## src/rtl/wwdg_pkg.sv

```systemverilog
// Package for the window watchdog: register map, field layout, reset values.
// Assumes a 32-bit classic Wishbone slave port with word addressing by byte address.
package wwdg_pkg;

	// ----------------------------------------------------------------
	// Register offsets
	// ----------------------------------------------------------------
	localparam logic [3:0] WWDG_OFF_CONTROL = 4'h0;
	localparam logic [3:0] WWDG_OFF_CONFIG  = 4'h4;
	localparam logic [3:0] WWDG_OFF_STATUS  = 4'h8;
	localparam logic [3:0] WWDG_OFF_IRQMASK = 4'hc;

	// ----------------------------------------------------------------
	// Field layout
	// ----------------------------------------------------------------
	localparam int WWDG_CNT_W        = 7;
	localparam int WWDG_ENABLE_BIT   = 7;
	localparam int WWDG_CNT_MSB_BIT  = 6;
	localparam int WWDG_IRQEN_BIT    = 9;
	localparam int WWDG_DIV_LSB      = 7;
	localparam int WWDG_FLAG_BIT     = 0;

	// ----------------------------------------------------------------
	// Reset values and counter landmarks
	// ----------------------------------------------------------------
	localparam logic [6:0] WWDG_CNT_RESET = 7'h7f;
	localparam logic [6:0] WWDG_WIN_RESET = 7'h7f;
	localparam logic [6:0] WWDG_CNT_WARN  = 7'h40;
	localparam logic [6:0] WWDG_CNT_TRIP  = 7'h3f;

	// ----------------------------------------------------------------
	// Prescaler: base divide 4096, doubled per select step
	// ----------------------------------------------------------------
	localparam int WWDG_PRE_BASE = 4096;
	localparam int WWDG_PRE_W    = 15;

	// Configuration fields as one carrier
	typedef struct packed {
		logic       irq_enable;
		logic [1:0] div_sel;
		logic [6:0] window_limit;
	} wwdg_cfg_t;

endpackage : wwdg_pkg

```

## src/rtl/wwdg_pinsync.sv

```systemverilog
// Two-flop synchroniser for a level from outside the clock domain.
// Assumes the level changes slowly relative to the clock.
`timescale 1ns/1ps
`default_nettype none
module wwdg_pinsync (
	// Clock and reset
	input  wire logic clk_in,
	input  wire logic nrst_in,
	// Level
	input  wire logic d_in,
	output logic      q_out
);
	logic meta_r;

	// Two stages, first read only by the second
	always_ff @(posedge clk_in or negedge nrst_in)
	begin
		if (!nrst_in)
		begin
			meta_r <= 1'b0;
			q_out  <= 1'b0;
		end
		else
		begin
			meta_r <= d_in;
			q_out  <= meta_r;
		end
	end
endmodule : wwdg_pinsync
`default_nettype wire

```

## src/rtl/wwdg_prescaler.sv

```systemverilog
// Prescaler: issues a one-cycle tick every 4096 << sel clock cycles while running.
// Assumes a single synchronous clock domain and an async active-low reset.
`timescale 1ns/1ps
`default_nettype none
module wwdg_prescaler #(
	parameter int BASE = wwdg_pkg::WWDG_PRE_BASE
) (
	// Clock and reset
	input  wire logic       clk_in,
	input  wire logic       nrst_in,
	// Control
	input  wire logic       run_in,
	input  wire logic [1:0] sel_in,
	// Tick
	output logic            tick_out
);
	localparam int W = wwdg_pkg::WWDG_PRE_W;

	logic [W-1:0] cnt_r;
	logic [W-1:0] last_w;
	logic         wrap_w;

	// Terminal count from selected divide
	assign last_w   = W'((BASE << sel_in) - 1);
	assign wrap_w   = (cnt_r >= last_w);
	assign tick_out = run_in & wrap_w;

	// Divide counter, frozen while not running
	always_ff @(posedge clk_in or negedge nrst_in)
	begin
		if (!nrst_in)
			cnt_r <= '0;
		else if (run_in)
			cnt_r <= wrap_w ? '0 : W'(cnt_r + 1'b1);
	end
endmodule : wwdg_prescaler
`default_nettype wire

```

## src/rtl/wwdg_top.sv

```systemverilog
// Window watchdog: 7-bit downcounter, window reload check, early warning irq.
// Assumes classic Wishbone on SYS_CLK_IN; debug halt input arrives asynchronously.
//
// The Wishbone interface to the registers is this design's own decision.
`timescale 1ns/1ps
`default_nettype none
// Behaviour
// - When enabled, counter stepping 0x40 to 0x3F requests a system reset.
// - When enabled, a reload while count exceeds window limit requests reset.
// - Counter ticks at clock divided by 4096, 8192, 16384 or 32768.
// - With warning irq enabled, reaching 0x40 sets flag; irq rises only if mask bit 0 is also set.
// - Enabling while counter bit 6 is zero resets at once.
// - Enable bit 7 set by writing one, cleared only by reset.
// - Counter holds while core halted in debug with freeze set.
// - Warning flag in status bit 0, set by hardware, cleared writing zero.
module wwdg_top (
	// Clock and reset
	input  wire logic        SYS_CLK_IN,
	input  wire logic        NRST_IN,
	// Wishbone slave
	input  wire logic        WB_CYC_IN,
	input  wire logic        WB_STB_IN,
	input  wire logic        WB_WE_IN,
	input  wire logic [3:0]  WB_ADR_IN,
	input  wire logic [3:0]  WB_SEL_IN,
	input  wire logic [31:0] WB_DAT_IN,
	output logic      [31:0] WB_DAT_OUT,
	output logic             WB_ACK_OUT,
	output logic             WB_ERR_OUT,
	// Debug
	input  wire logic        CORE_HALTED_IN,
	input  wire logic        DEBUG_HALT_FREEZE_IN,
	// Outputs
	output logic             SYS_RESET_REQ_OUT,
	output logic             IRQ_OUT
);
	// ----------------------------------------------------------------
	// Declarations
	// ----------------------------------------------------------------
	logic [6:0]          countdown_value_r;
	logic [6:0]          countdown_value_nxt;
	logic                window_wd_enable_r;
	wwdg_pkg::wwdg_cfg_t cfg_r;
	logic                early_warn_flag_r;
	logic                irq_mask_r;
	logic                reset_req_r;
	logic                ack_r;
	logic                err_r;
	logic [31:0]         rdata_r;
	logic                halted_sync_w;
	logic                freeze_sync_w;
	logic                run_w;
	logic                tick_w;
	logic                req_w;
	logic                full_word_w;
	logic                wr_w;
	logic                rd_w;
	logic                hit_ctrl_w;
	logic                hit_cfg_w;
	logic                hit_sts_w;
	logic                hit_msk_w;
	logic                mapped_w;
	logic                wr_ctrl_w;
	logic                en_next_w;
	logic                step_trip_w;
	logic                window_viol_w;
	logic                enable_trip_w;
	logic                warn_evt_w;
	logic                flag_clr_w;
	logic                flag_rdclr_w;
	logic [31:0]         rd_mux_w;

	// ----------------------------------------------------------------
	// Debug halt synchronisers
	// ----------------------------------------------------------------
	wwdg_pinsync u_sync_halt (
		.clk_in  (SYS_CLK_IN),
		.nrst_in (NRST_IN),
		.d_in    (CORE_HALTED_IN),
		.q_out   (halted_sync_w)
	);

	wwdg_pinsync u_sync_freeze (
		.clk_in  (SYS_CLK_IN),
		.nrst_in (NRST_IN),
		.d_in    (DEBUG_HALT_FREEZE_IN),
		.q_out   (freeze_sync_w)
	);

	// ----------------------------------------------------------------
	// Prescaler
	// ----------------------------------------------------------------
	// Runs while enabled unless debug freeze holds the core
	assign run_w = window_wd_enable_r & ~(halted_sync_w & freeze_sync_w);

	wwdg_prescaler u_pre (
		.clk_in   (SYS_CLK_IN),
		.nrst_in  (NRST_IN),
		.run_in   (run_w),
		.sel_in   (cfg_r.div_sel),
		.tick_out (tick_w)
	);

	// ----------------------------------------------------------------
	// Bus decode
	// ----------------------------------------------------------------
	// One-cycle answer; second cycle of a held request is masked by ack
	assign req_w       = WB_CYC_IN & WB_STB_IN & ~ack_r & ~err_r;
	assign full_word_w = (WB_SEL_IN == 4'hf);
	assign hit_ctrl_w  = (WB_ADR_IN == wwdg_pkg::WWDG_OFF_CONTROL);
	assign hit_cfg_w   = (WB_ADR_IN == wwdg_pkg::WWDG_OFF_CONFIG);
	assign hit_sts_w   = (WB_ADR_IN == wwdg_pkg::WWDG_OFF_STATUS);
	assign hit_msk_w   = (WB_ADR_IN == wwdg_pkg::WWDG_OFF_IRQMASK);
	// Partial-lane accesses are refused with err
	assign mapped_w    = (hit_ctrl_w | hit_cfg_w | hit_sts_w | hit_msk_w)
	                     & full_word_w;
	assign wr_w        = req_w & mapped_w & WB_WE_IN;
	assign rd_w        = req_w & mapped_w & ~WB_WE_IN;
	assign wr_ctrl_w   = wr_w & hit_ctrl_w;

	// ----------------------------------------------------------------
	// Watchdog decisions
	// ----------------------------------------------------------------
	// Enable is sticky once written as one
	assign en_next_w     = window_wd_enable_r
	                       | (wr_ctrl_w & WB_DAT_IN[wwdg_pkg::WWDG_ENABLE_BIT]);
	// Tick that moves the counter from 0x40 to 0x3F
	assign step_trip_w   = window_wd_enable_r & tick_w
	                       & (countdown_value_r == wwdg_pkg::WWDG_CNT_WARN);
	// Reload above the window limit
	assign window_viol_w = window_wd_enable_r & wr_ctrl_w
	                       & (countdown_value_r > cfg_r.window_limit);
	// Enabled with counter bit 6 clear after this write
	assign enable_trip_w = en_next_w
	                       & ~countdown_value_nxt[wwdg_pkg::WWDG_CNT_MSB_BIT];
	// Warning when a tick lands the counter on 0x40
	assign warn_evt_w    = tick_w
	                       & (countdown_value_r == 7'(wwdg_pkg::WWDG_CNT_WARN + 7'h01))
	                       & cfg_r.irq_enable;

	// Counter next value: write loads, tick decrements
	always_comb
	begin
		countdown_value_nxt = countdown_value_r;
		if (wr_ctrl_w)
			countdown_value_nxt = WB_DAT_IN[6:0];
		else if (tick_w)
			countdown_value_nxt = 7'(countdown_value_r - 7'h01);
	end

	// ----------------------------------------------------------------
	// Warning flag clears
	// ----------------------------------------------------------------
	// Writing zero clears; reading the status register also clears
	assign flag_clr_w   = wr_w & hit_sts_w & ~WB_DAT_IN[wwdg_pkg::WWDG_FLAG_BIT];
	assign flag_rdclr_w = rd_w & hit_sts_w;

	// ----------------------------------------------------------------
	// Counter and enable
	// ----------------------------------------------------------------
	// Counter and enable state
	always_ff @(posedge SYS_CLK_IN or negedge NRST_IN)
	begin
		if (!NRST_IN)
		begin
			countdown_value_r  <= wwdg_pkg::WWDG_CNT_RESET;
			window_wd_enable_r <= 1'b0;
		end
		else
		begin
			countdown_value_r  <= countdown_value_nxt;
			window_wd_enable_r <= en_next_w;
		end
	end

	// ----------------------------------------------------------------
	// Configuration and mask
	// ----------------------------------------------------------------
	// Configuration and interrupt mask registers
	always_ff @(posedge SYS_CLK_IN or negedge NRST_IN)
	begin
		if (!NRST_IN)
		begin
			cfg_r      <= '{irq_enable: 1'b0, div_sel: 2'h0,
			                window_limit: wwdg_pkg::WWDG_WIN_RESET};
			irq_mask_r <= 1'b0;
		end
		else
		begin
			if (wr_w & hit_cfg_w)
			begin
				cfg_r.irq_enable   <= WB_DAT_IN[wwdg_pkg::WWDG_IRQEN_BIT];
				cfg_r.div_sel      <= WB_DAT_IN[wwdg_pkg::WWDG_DIV_LSB +: 2];
				cfg_r.window_limit <= WB_DAT_IN[6:0];
			end
			if (wr_w & hit_msk_w)
				irq_mask_r <= WB_DAT_IN[wwdg_pkg::WWDG_FLAG_BIT];
		end
	end

	// ----------------------------------------------------------------
	// Warning flag and reset request
	// ----------------------------------------------------------------
	// Set wins over any clear in the same cycle; reset request is sticky
	always_ff @(posedge SYS_CLK_IN or negedge NRST_IN)
	begin
		if (!NRST_IN)
		begin
			early_warn_flag_r <= 1'b0;
			reset_req_r       <= 1'b0;
		end
		else
		begin
			if (warn_evt_w)
				early_warn_flag_r <= 1'b1;
			else if (flag_clr_w | flag_rdclr_w)
				early_warn_flag_r <= 1'b0;
			if (step_trip_w | window_viol_w | enable_trip_w)
				reset_req_r <= 1'b1;
		end
	end

	// ----------------------------------------------------------------
	// Read data and answer
	// ----------------------------------------------------------------
	// Read mux; reserved bits read zero
	assign rd_mux_w =
		hit_ctrl_w ? {24'h000000, window_wd_enable_r, countdown_value_r} :
		hit_cfg_w  ? {22'h000000, cfg_r.irq_enable, cfg_r.div_sel, cfg_r.window_limit} :
		hit_sts_w  ? {31'h00000000, early_warn_flag_r} :
		hit_msk_w  ? {31'h00000000, irq_mask_r} :
		32'h00000000;

	// Answer one cycle after the request, err for unmapped or partial
	always_ff @(posedge SYS_CLK_IN or negedge NRST_IN)
	begin
		if (!NRST_IN)
		begin
			ack_r   <= 1'b0;
			err_r   <= 1'b0;
			rdata_r <= 32'h00000000;
		end
		else
		begin
			ack_r   <= req_w & mapped_w;
			err_r   <= req_w & ~mapped_w;
			rdata_r <= rd_w ? rd_mux_w : 32'h00000000;
		end
	end

	// ----------------------------------------------------------------
	// Outputs
	// ----------------------------------------------------------------
	// Port drives
	assign WB_ACK_OUT        = ack_r;
	assign WB_ERR_OUT        = err_r;
	assign WB_DAT_OUT        = rdata_r;
	assign SYS_RESET_REQ_OUT = reset_req_r;
	assign IRQ_OUT           = early_warn_flag_r & irq_mask_r;
endmodule : wwdg_top
`default_nettype wire

```

## config.mk

```make
export PLATFORM = sky130hd
export DESIGN_NAME = wwdg_top
export DESIGN_NICKNAME = d
export VERILOG_FILES = /design/src/rtl/wwdg_pkg.sv /design/src/rtl/wwdg_pinsync.sv /design/src/rtl/wwdg_prescaler.sv /design/src/rtl/wwdg_top.sv
export SDC_FILE = /design/constraint.sdc
export NUM_CORES = 1
export LEC_CHECK = 0
export BUFFER_PORTS_ARGS = -buffer_cell sky130_fd_sc_hd__buf_4
export CORE_ASPECT_RATIO = 1.2
export CORE_UTILIZATION = 51
export CTS_CLUSTER_SIZE = 24
export DETAILED_ROUTE_END_ITERATION = 6
export PLACE_DENSITY_LB_ADDON = 0.05
export SLEW_MARGIN = 20
export SYNTH_ARGS = -nofsm -noshare
export SYNTH_HDL_FRONTEND = slang
export SYNTH_SLANG_ARGS = --single-unit
```

## constraint.sdc

```tcl
create_clock -name SYS_CLK_IN -period 4 [get_ports SYS_CLK_IN]
set_input_delay 0.4 -clock SYS_CLK_IN [delete_from_list [all_inputs] [get_ports SYS_CLK_IN]]
set_output_delay 0.4 -clock SYS_CLK_IN [all_outputs]
set_load 0.01 [all_outputs]
```

-- After elaboration in Yosys (flattened, before gate mapping)
Index checks and enable logic that the tools add are counted.
W data, S select, Z words.
- flip-flop bits (word level): 52
- input bits: 47
- output and inout port bits: 36
- logic and storage cells: 82
- add/subtract/negate cells: 3
- magnitude comparators: 2
- equal/unequal tests: 6
- shifts and indexed selects: 1
- multiplexer cells: 10
- bitwise logic cells: 40
- reduce and logical (&&, ||, !) cells: 3
- operator list (cell ; count):
    $mux W10 ; 3
    $and A1 B1 Y1 ; 26
    $add A15 B1 Y15 const B ; 1
    $ge A15 B15 Y1 ; 1
    $mux W15 ; 1
    $shl A13 B2 Y15 const A ; 1
    $sub A15 B2 Y15 const B ; 1
    $eq A7 B7 Y1 const B ; 2
    $mux W7 ; 2
    $eq A4 B4 Y1 const B ; 3
    $gt A7 B7 Y1 ; 1
    $not A1 Y1 ; 7
    $or A1 B1 Y1 ; 7
    $sub A7 B1 Y7 const B ; 1
    $eq A4 B3 Y1 const B ; 1
    $logic_not A4 Y1 ; 1
    $mux W1 ; 4
    $reduce_bool A2 Y1 ; 2

-- Logic depth before layout (Yosys ltp)
- depth after elaboration: 12
- depth in mapped cells: 9
- gate-level depth less buffers: 8

-- By module
From an unflattened synthesis, not the netlist that was laid out.
- cells, all modules: 286
- area, all modules: 2944.1 sq um
- modules (own cells, without submodules) (module ; instances ; cells an instance ; area an instance (sq um) ; sequential area each (sq um)):
    wwdg_top ; 1 ; 182 ; 1874.3 ; 843.3
    wwdg_prescaler ; 1 ; 100 ; 969.7 ; 375.4
    wwdg_pinsync ; 2 ; 2 ; 50.0 ; 50.0

-- Worst setup path before layout
No wires, ideal clock.
- path kind: reg-to-reg
- start: reg cfg_r[8] (netlist bit)
- end: reg countdown_value_r[5]
- library setup time: 0.073 ns
- arrival time: 1.778 ns
- required time: 3.927 ns
- setup slack: 2.149 ns
- cell stages (with the launch flop): 10
- path buffers: 1
- period minus slack after synthesis: 1.851 ns
- cell sequence: dfrtp_1 inv_1 ha_1 nand4_1 or3_1 o22ai_2 buf_6 nand4b_2 xor2_1 a21oi_1
- word-level cells in the longest chain between the ends: 5
- ends and longest elaborated chain (item ; RTL line ; text):
    start, declared ; wwdg_top.sv:43 ; wwdg_pkg::wwdg_cfg_t cfg_r;
    start signal, assigned ; wwdg_top.sv:184 ; cfg_r <= '{irq_enable: 1'b0, div_sel: 2'h0,
    $shl A13 B2 Y15 ; wwdg_prescaler.sv:24 ; assign last_w = W'((BASE << sel_in) - 1);
    $sub A15 B2 Y15 ; wwdg_prescaler.sv:24 ;
    $ge A15 B15 Y1 ; wwdg_prescaler.sv:25 ; assign wrap_w = (cnt_r >= last_w);
    $and A1 B1 Y1 ; wwdg_prescaler.sv:26 ; assign tick_out = run_in & wrap_w;
    $reduce_bool A2 Y1 (no line) ; -- ;
    end signal, assigned ; wwdg_top.sv:166 ; countdown_value_r <= wwdg_pkg::WWDG_CNT_RESET;
    end signal, assigned ; wwdg_top.sv:171 ; countdown_value_r <= countdown_value_nxt;
    end, declared ; wwdg_top.sv:40 ; logic [6:0] countdown_value_r;
No other way between the ends.
A chain may end at the register's enable or synchronous reset.

-- Final worst setup path
Same ends and word-level chain as after synthesis.

==> metrics.md <==
| Metric | Value |
|---|---|
| Fmax | 397.4 MHz |
| 1st-iter DRT viols | approximately 100 |
| Yosys reg bits | 52 |
| Crit path max fanout | 20 |
| Die Wd | 70.31 um |
| Vias | around 2,000 |
| Die ar. | 0.005903 sq mm |
| DRC viols | 0 |
| Min-Delay Path Class | input port to asynchronous set/reset pin |
| Die Y-Extent | 83.97 um |
| Vias in the first global route | 1,973 |
| Clk network pwr share | 0.341 |
| Initial antenna violation count | 0 |
| Crit Path Class | flip-flop to flip-flop |
| Cts repair resizes | 0 |
| Cell Pwr Density | 285.2 mW/mm^2 |
| Crit start category | flip-flop |
| Syn Area/Cell | 10.35 sq um |
| Clock root cell | clkbuf_8 |
| Vias/cell | 5.316 |
| Area Overhead vs Synth | 10.87% |
| Sw Pwr | 0.2099 mW |
| Row count | 29 |
| VDD IR max | 0.1996 mV |
| ANT nets after route | 0 |
| Layout cells sized above 1 | 0.2413 |
| Post-synth design cell area | ~0.0029 sq mm |
| Mean routed wirelength per cell | 14.18 um |
| Outcome | finished clean |
| Pin count of the biggest net entering global routing | 53 |
| CTS HTree Levels | 2 |
| Postcts setup bufs | 0 |
| Worst path required time | 4.24 ns |
| RD Place Congestion | about 0.8 |
| Seq pwr share | 0.592 |
| Cell Int Power | 0.6930 mW |
| Leakage power | 1.564 nW |
| Net count, final | 375 |
| Number of I/O pins | 83 |
| CTS tree | yes |
| Setup WS post-layout | 1.483 ns |
| Measured slew at the worst slew-check pin | approximately 0.9 ns |
| I/O Buffers | 38 |
| Cells after synthesis | ~280 |
| Max Slew Vio Count | 0 |
| Initial Utilization | 0.5353 |
| Gr ovfl total | 0 |
| Drt first pass iters | 4 |
| Count of final hold-check violations | 0 |
| Hpwl dp | about 3800 um |
| Final Util | 0.5935 |
| Switch share | 0.2325 |
| Clk sinks | 52 |
| Worst skew pair latency | 0.30 ns |
| CTS Buf Count | 5 |
| TNS Setup | 0 ns |
| Synth warnings | 0 |
| Core ar. | roughly 0.0053 sq mm |
| First-pass GRT wire length | 9342 um |
| Final period util | 0.6291 |
| Overall Power | approximately 0.9 mW |
| Post-route minimum period | between 2 and 3 ns |
| Antenna Cells | 0 |
| Worst Path Arrival | 2.75 ns |
| Setup violators final | 0 |
| Global-route usage over all layers | 0.1998 |
| Netlist cell types | 49 |
| Worst slack, placed | 1.370 ns |
| Final WL | approximately 5300 um |
| RSZ-0062 raised after global routing | no |
| # hold bufs at CTS | 0 |
| Clock-pin slew on the worst setup and hold paths | 0.09 ns |
| Clock Tree Buf Depth | 2 |
| Combinational share of power | 0.068 |
| Max-cap violations | 0 |
| Slew Limit Headroom | 0.4135 |
| Setup Skew | roughly 0.0050 ns |
| Seq/Total Area, Yosys | 0.4619 |
| CP endpoint kind | flip-flop |
-- Yosys cell counts (all sizes together) --
| cell type | number | area [sq um] |
|---|---|---|
| dfrtp | 38 | 950.9 |
| nor2 | 31 | 116.4 |
| buf | 28 | 224.0 |
| nand2 | 22 | 90.09 |
| o21ai | 17 | 96.34 |
| a21oi | 14 | 70.07 |
| dfstp | 14 | 367.9 |
| ha | 14 | 175.2 |
| nand3 | 13 | 82.58 |
| xor2 | 12 | 105.1 |
| and3 | 11 | 68.82 |
| inv | 10 | 37.54 |
| a22oi | 7 | 52.55 |
| nand4 | 6 | 37.54 |
| xnor2 | 5 | 43.79 |
| mux2 | 4 | 45.04 |
| nand2b | 4 | 25.02 |
| and4 | 2 | 17.52 |
| nand4b | 2 | 23.77 |
| nor3 | 2 | 32.53 |
| nor4 | 2 | 12.51 |
| a21boi | 1 | 18.77 |
| a21o | 1 | 7.510 |
| a32o | 1 | 10.01 |
| a41o | 1 | 10.01 |
| and2 | 1 | 6.260 |
| and2b | 1 | 7.510 |
| conb | 1 | 3.750 |
| mux4 | 1 | 22.52 |
| nand3b | 1 | 7.510 |
| nand4bb | 1 | 11.26 |
| nor3b | 1 | 18.77 |
| o2111ai | 1 | 8.760 |
| o211ai | 1 | 7.510 |
| o21bai | 1 | 7.510 |
| o22ai | 1 | 12.51 |
| o31ai | 1 | 7.510 |
| or2 | 1 | 6.260 |
| or3 | 1 | 6.260 |
-- area by class of cell --
type,count,area [sq um]
clock inverters,2,10.01
flip-flops and latches,52,1319
clock buffers,6,82.58
well taps,62,77.57
multi-input cells,207,1354
fillers,452,2168
inverters,10,37.54
repair buffers,38,285.3
-- routing by layer --
metal / wire [um] / vias up / GRT usage
met3: 164 / 6 / 0.03865
met4: 75 / 0 / 0.06545
met2: 2721 / 34 / 0.3299
met5: 0 / - / 0
met1: 2383 / 970 / 0.2618
li1: - / 994 / -
-- metrics by stage --
step	hold WS [ns]	instance area, sq um	std cells
3_3_place_gp	0.3327	3073	369
5_1_grt	0.1613	3166	377
6_report	0.1133	3166	377
4_1_cts	0.1394	3166	377
2_1_floorplan	0.1044	2934	297
3_5_place_dp	0.3356	3073	369
-- power groups by stage --
stage	combinational [mW]	sequential [mW]	clock, mW
after floorplan	0.0411	0.544	0
after global placement	0.0617	0.544	0
after detailed placement	0.0619	0.544	0
after CTS	0.0621	0.535	0.320
after global routing	0.0681	0.535	0.333
final	0.0610	0.534	0.307
-- cells in the final DEF (no fill, tap or decap), drive strengths merged, types with 2 or more instances in the layout --
| cell type | instances |
|---|---|
| a22oi | 7 |
| nand2b | 4 |
| ha | 14 |
| nand3 | 13 |
| and4 | 2 |
| nand4b | 2 |
| nand2 | 22 |
| dfrtp | 38 |
| and3 | 11 |
| xor2 | 12 |
| dfstp | 14 |
| nor3 | 2 |
| a21oi | 14 |
| nor4 | 2 |
| o21ai | 17 |
| nor2 | 31 |
| mux2 | 4 |
| inv | 10 |
| clkinv | 2 |
| clkbuf | 6 |
| xnor2 | 5 |
| nand4 | 6 |
| buf | 38 |
| conb | 22 |
-- kinds of logic after synthesis --
logic type	Yosys count	share of synthesized area
multiplexers	5	0.02366
AO/OA/AOI/OAI	47	0.1082
XOR/XNOR	17	0.05215
adder cells (fa/ha/maj)	14	0.06135
other	1	0.001313
AND/OR/NAND/NOR	102	0.1998
buffers and inverters	38	0.09159
flip-flops	52	0.4619
-- state kept, by name, summed over array words and instances (netlist names) --
name	cells
SYS_RESET_REQ_OUT	1
u_sync_halt.meta_r	1
window_wd_enable_r	1
u_sync_halt.q_out	1
u_pre.cnt_r	15
early_warn_flag_r	1
WB_ERR_OUT	1
u_sync_freeze.q_out	1
countdown_value_r	7
u_sync_freeze.meta_r	1
WB_ACK_OUT	1
cfg_r	10
irq_mask_r	1
WB_DAT_OUT	10
-- path summary, 6_finish.rpt --
check / startpoint / to / slack [ns] / cells after the start
min reg2reg: u_sync_halt.meta_r$_DFF_PN0_ / u_sync_halt.q_out$_DFF_PN0_ / 0.36 / 0
min in group SYS_CLK_IN: CORE_HALTED_IN / u_sync_halt.meta_r$_DFF_PN0_ / 0.20 / 1
max: cfg_r[8]$_DFFE_PN0P_ / countdown_value_r[5]$_DFFE_PN1P_ / 1.48 / 8
min: NRST_IN / u_pre.cnt_r[2]$_DFFE_PN0P_ / 0.11 / 1
max reg2reg: cfg_r[8]$_DFFE_PN0P_ / countdown_value_r[5]$_DFFE_PN1P_ / 1.48 / 8
max in group asynchronous: NRST_IN / WB_DAT_OUT[0]$_DFF_PN0_ / 3.46 / 1
-- critical path: stages (launching register included) --
cell,delay (ns)
dfrtp_1,0.39
inv_1,0.09
ha_1,0.31
nand4_1,0.08
or3_1,0.38
o22ai_2,0.66
nand4b_2,0.20
xor2_1,0.18
a21oi_1,0.14
Note: power is estimated with default switching activity, not from simulation.
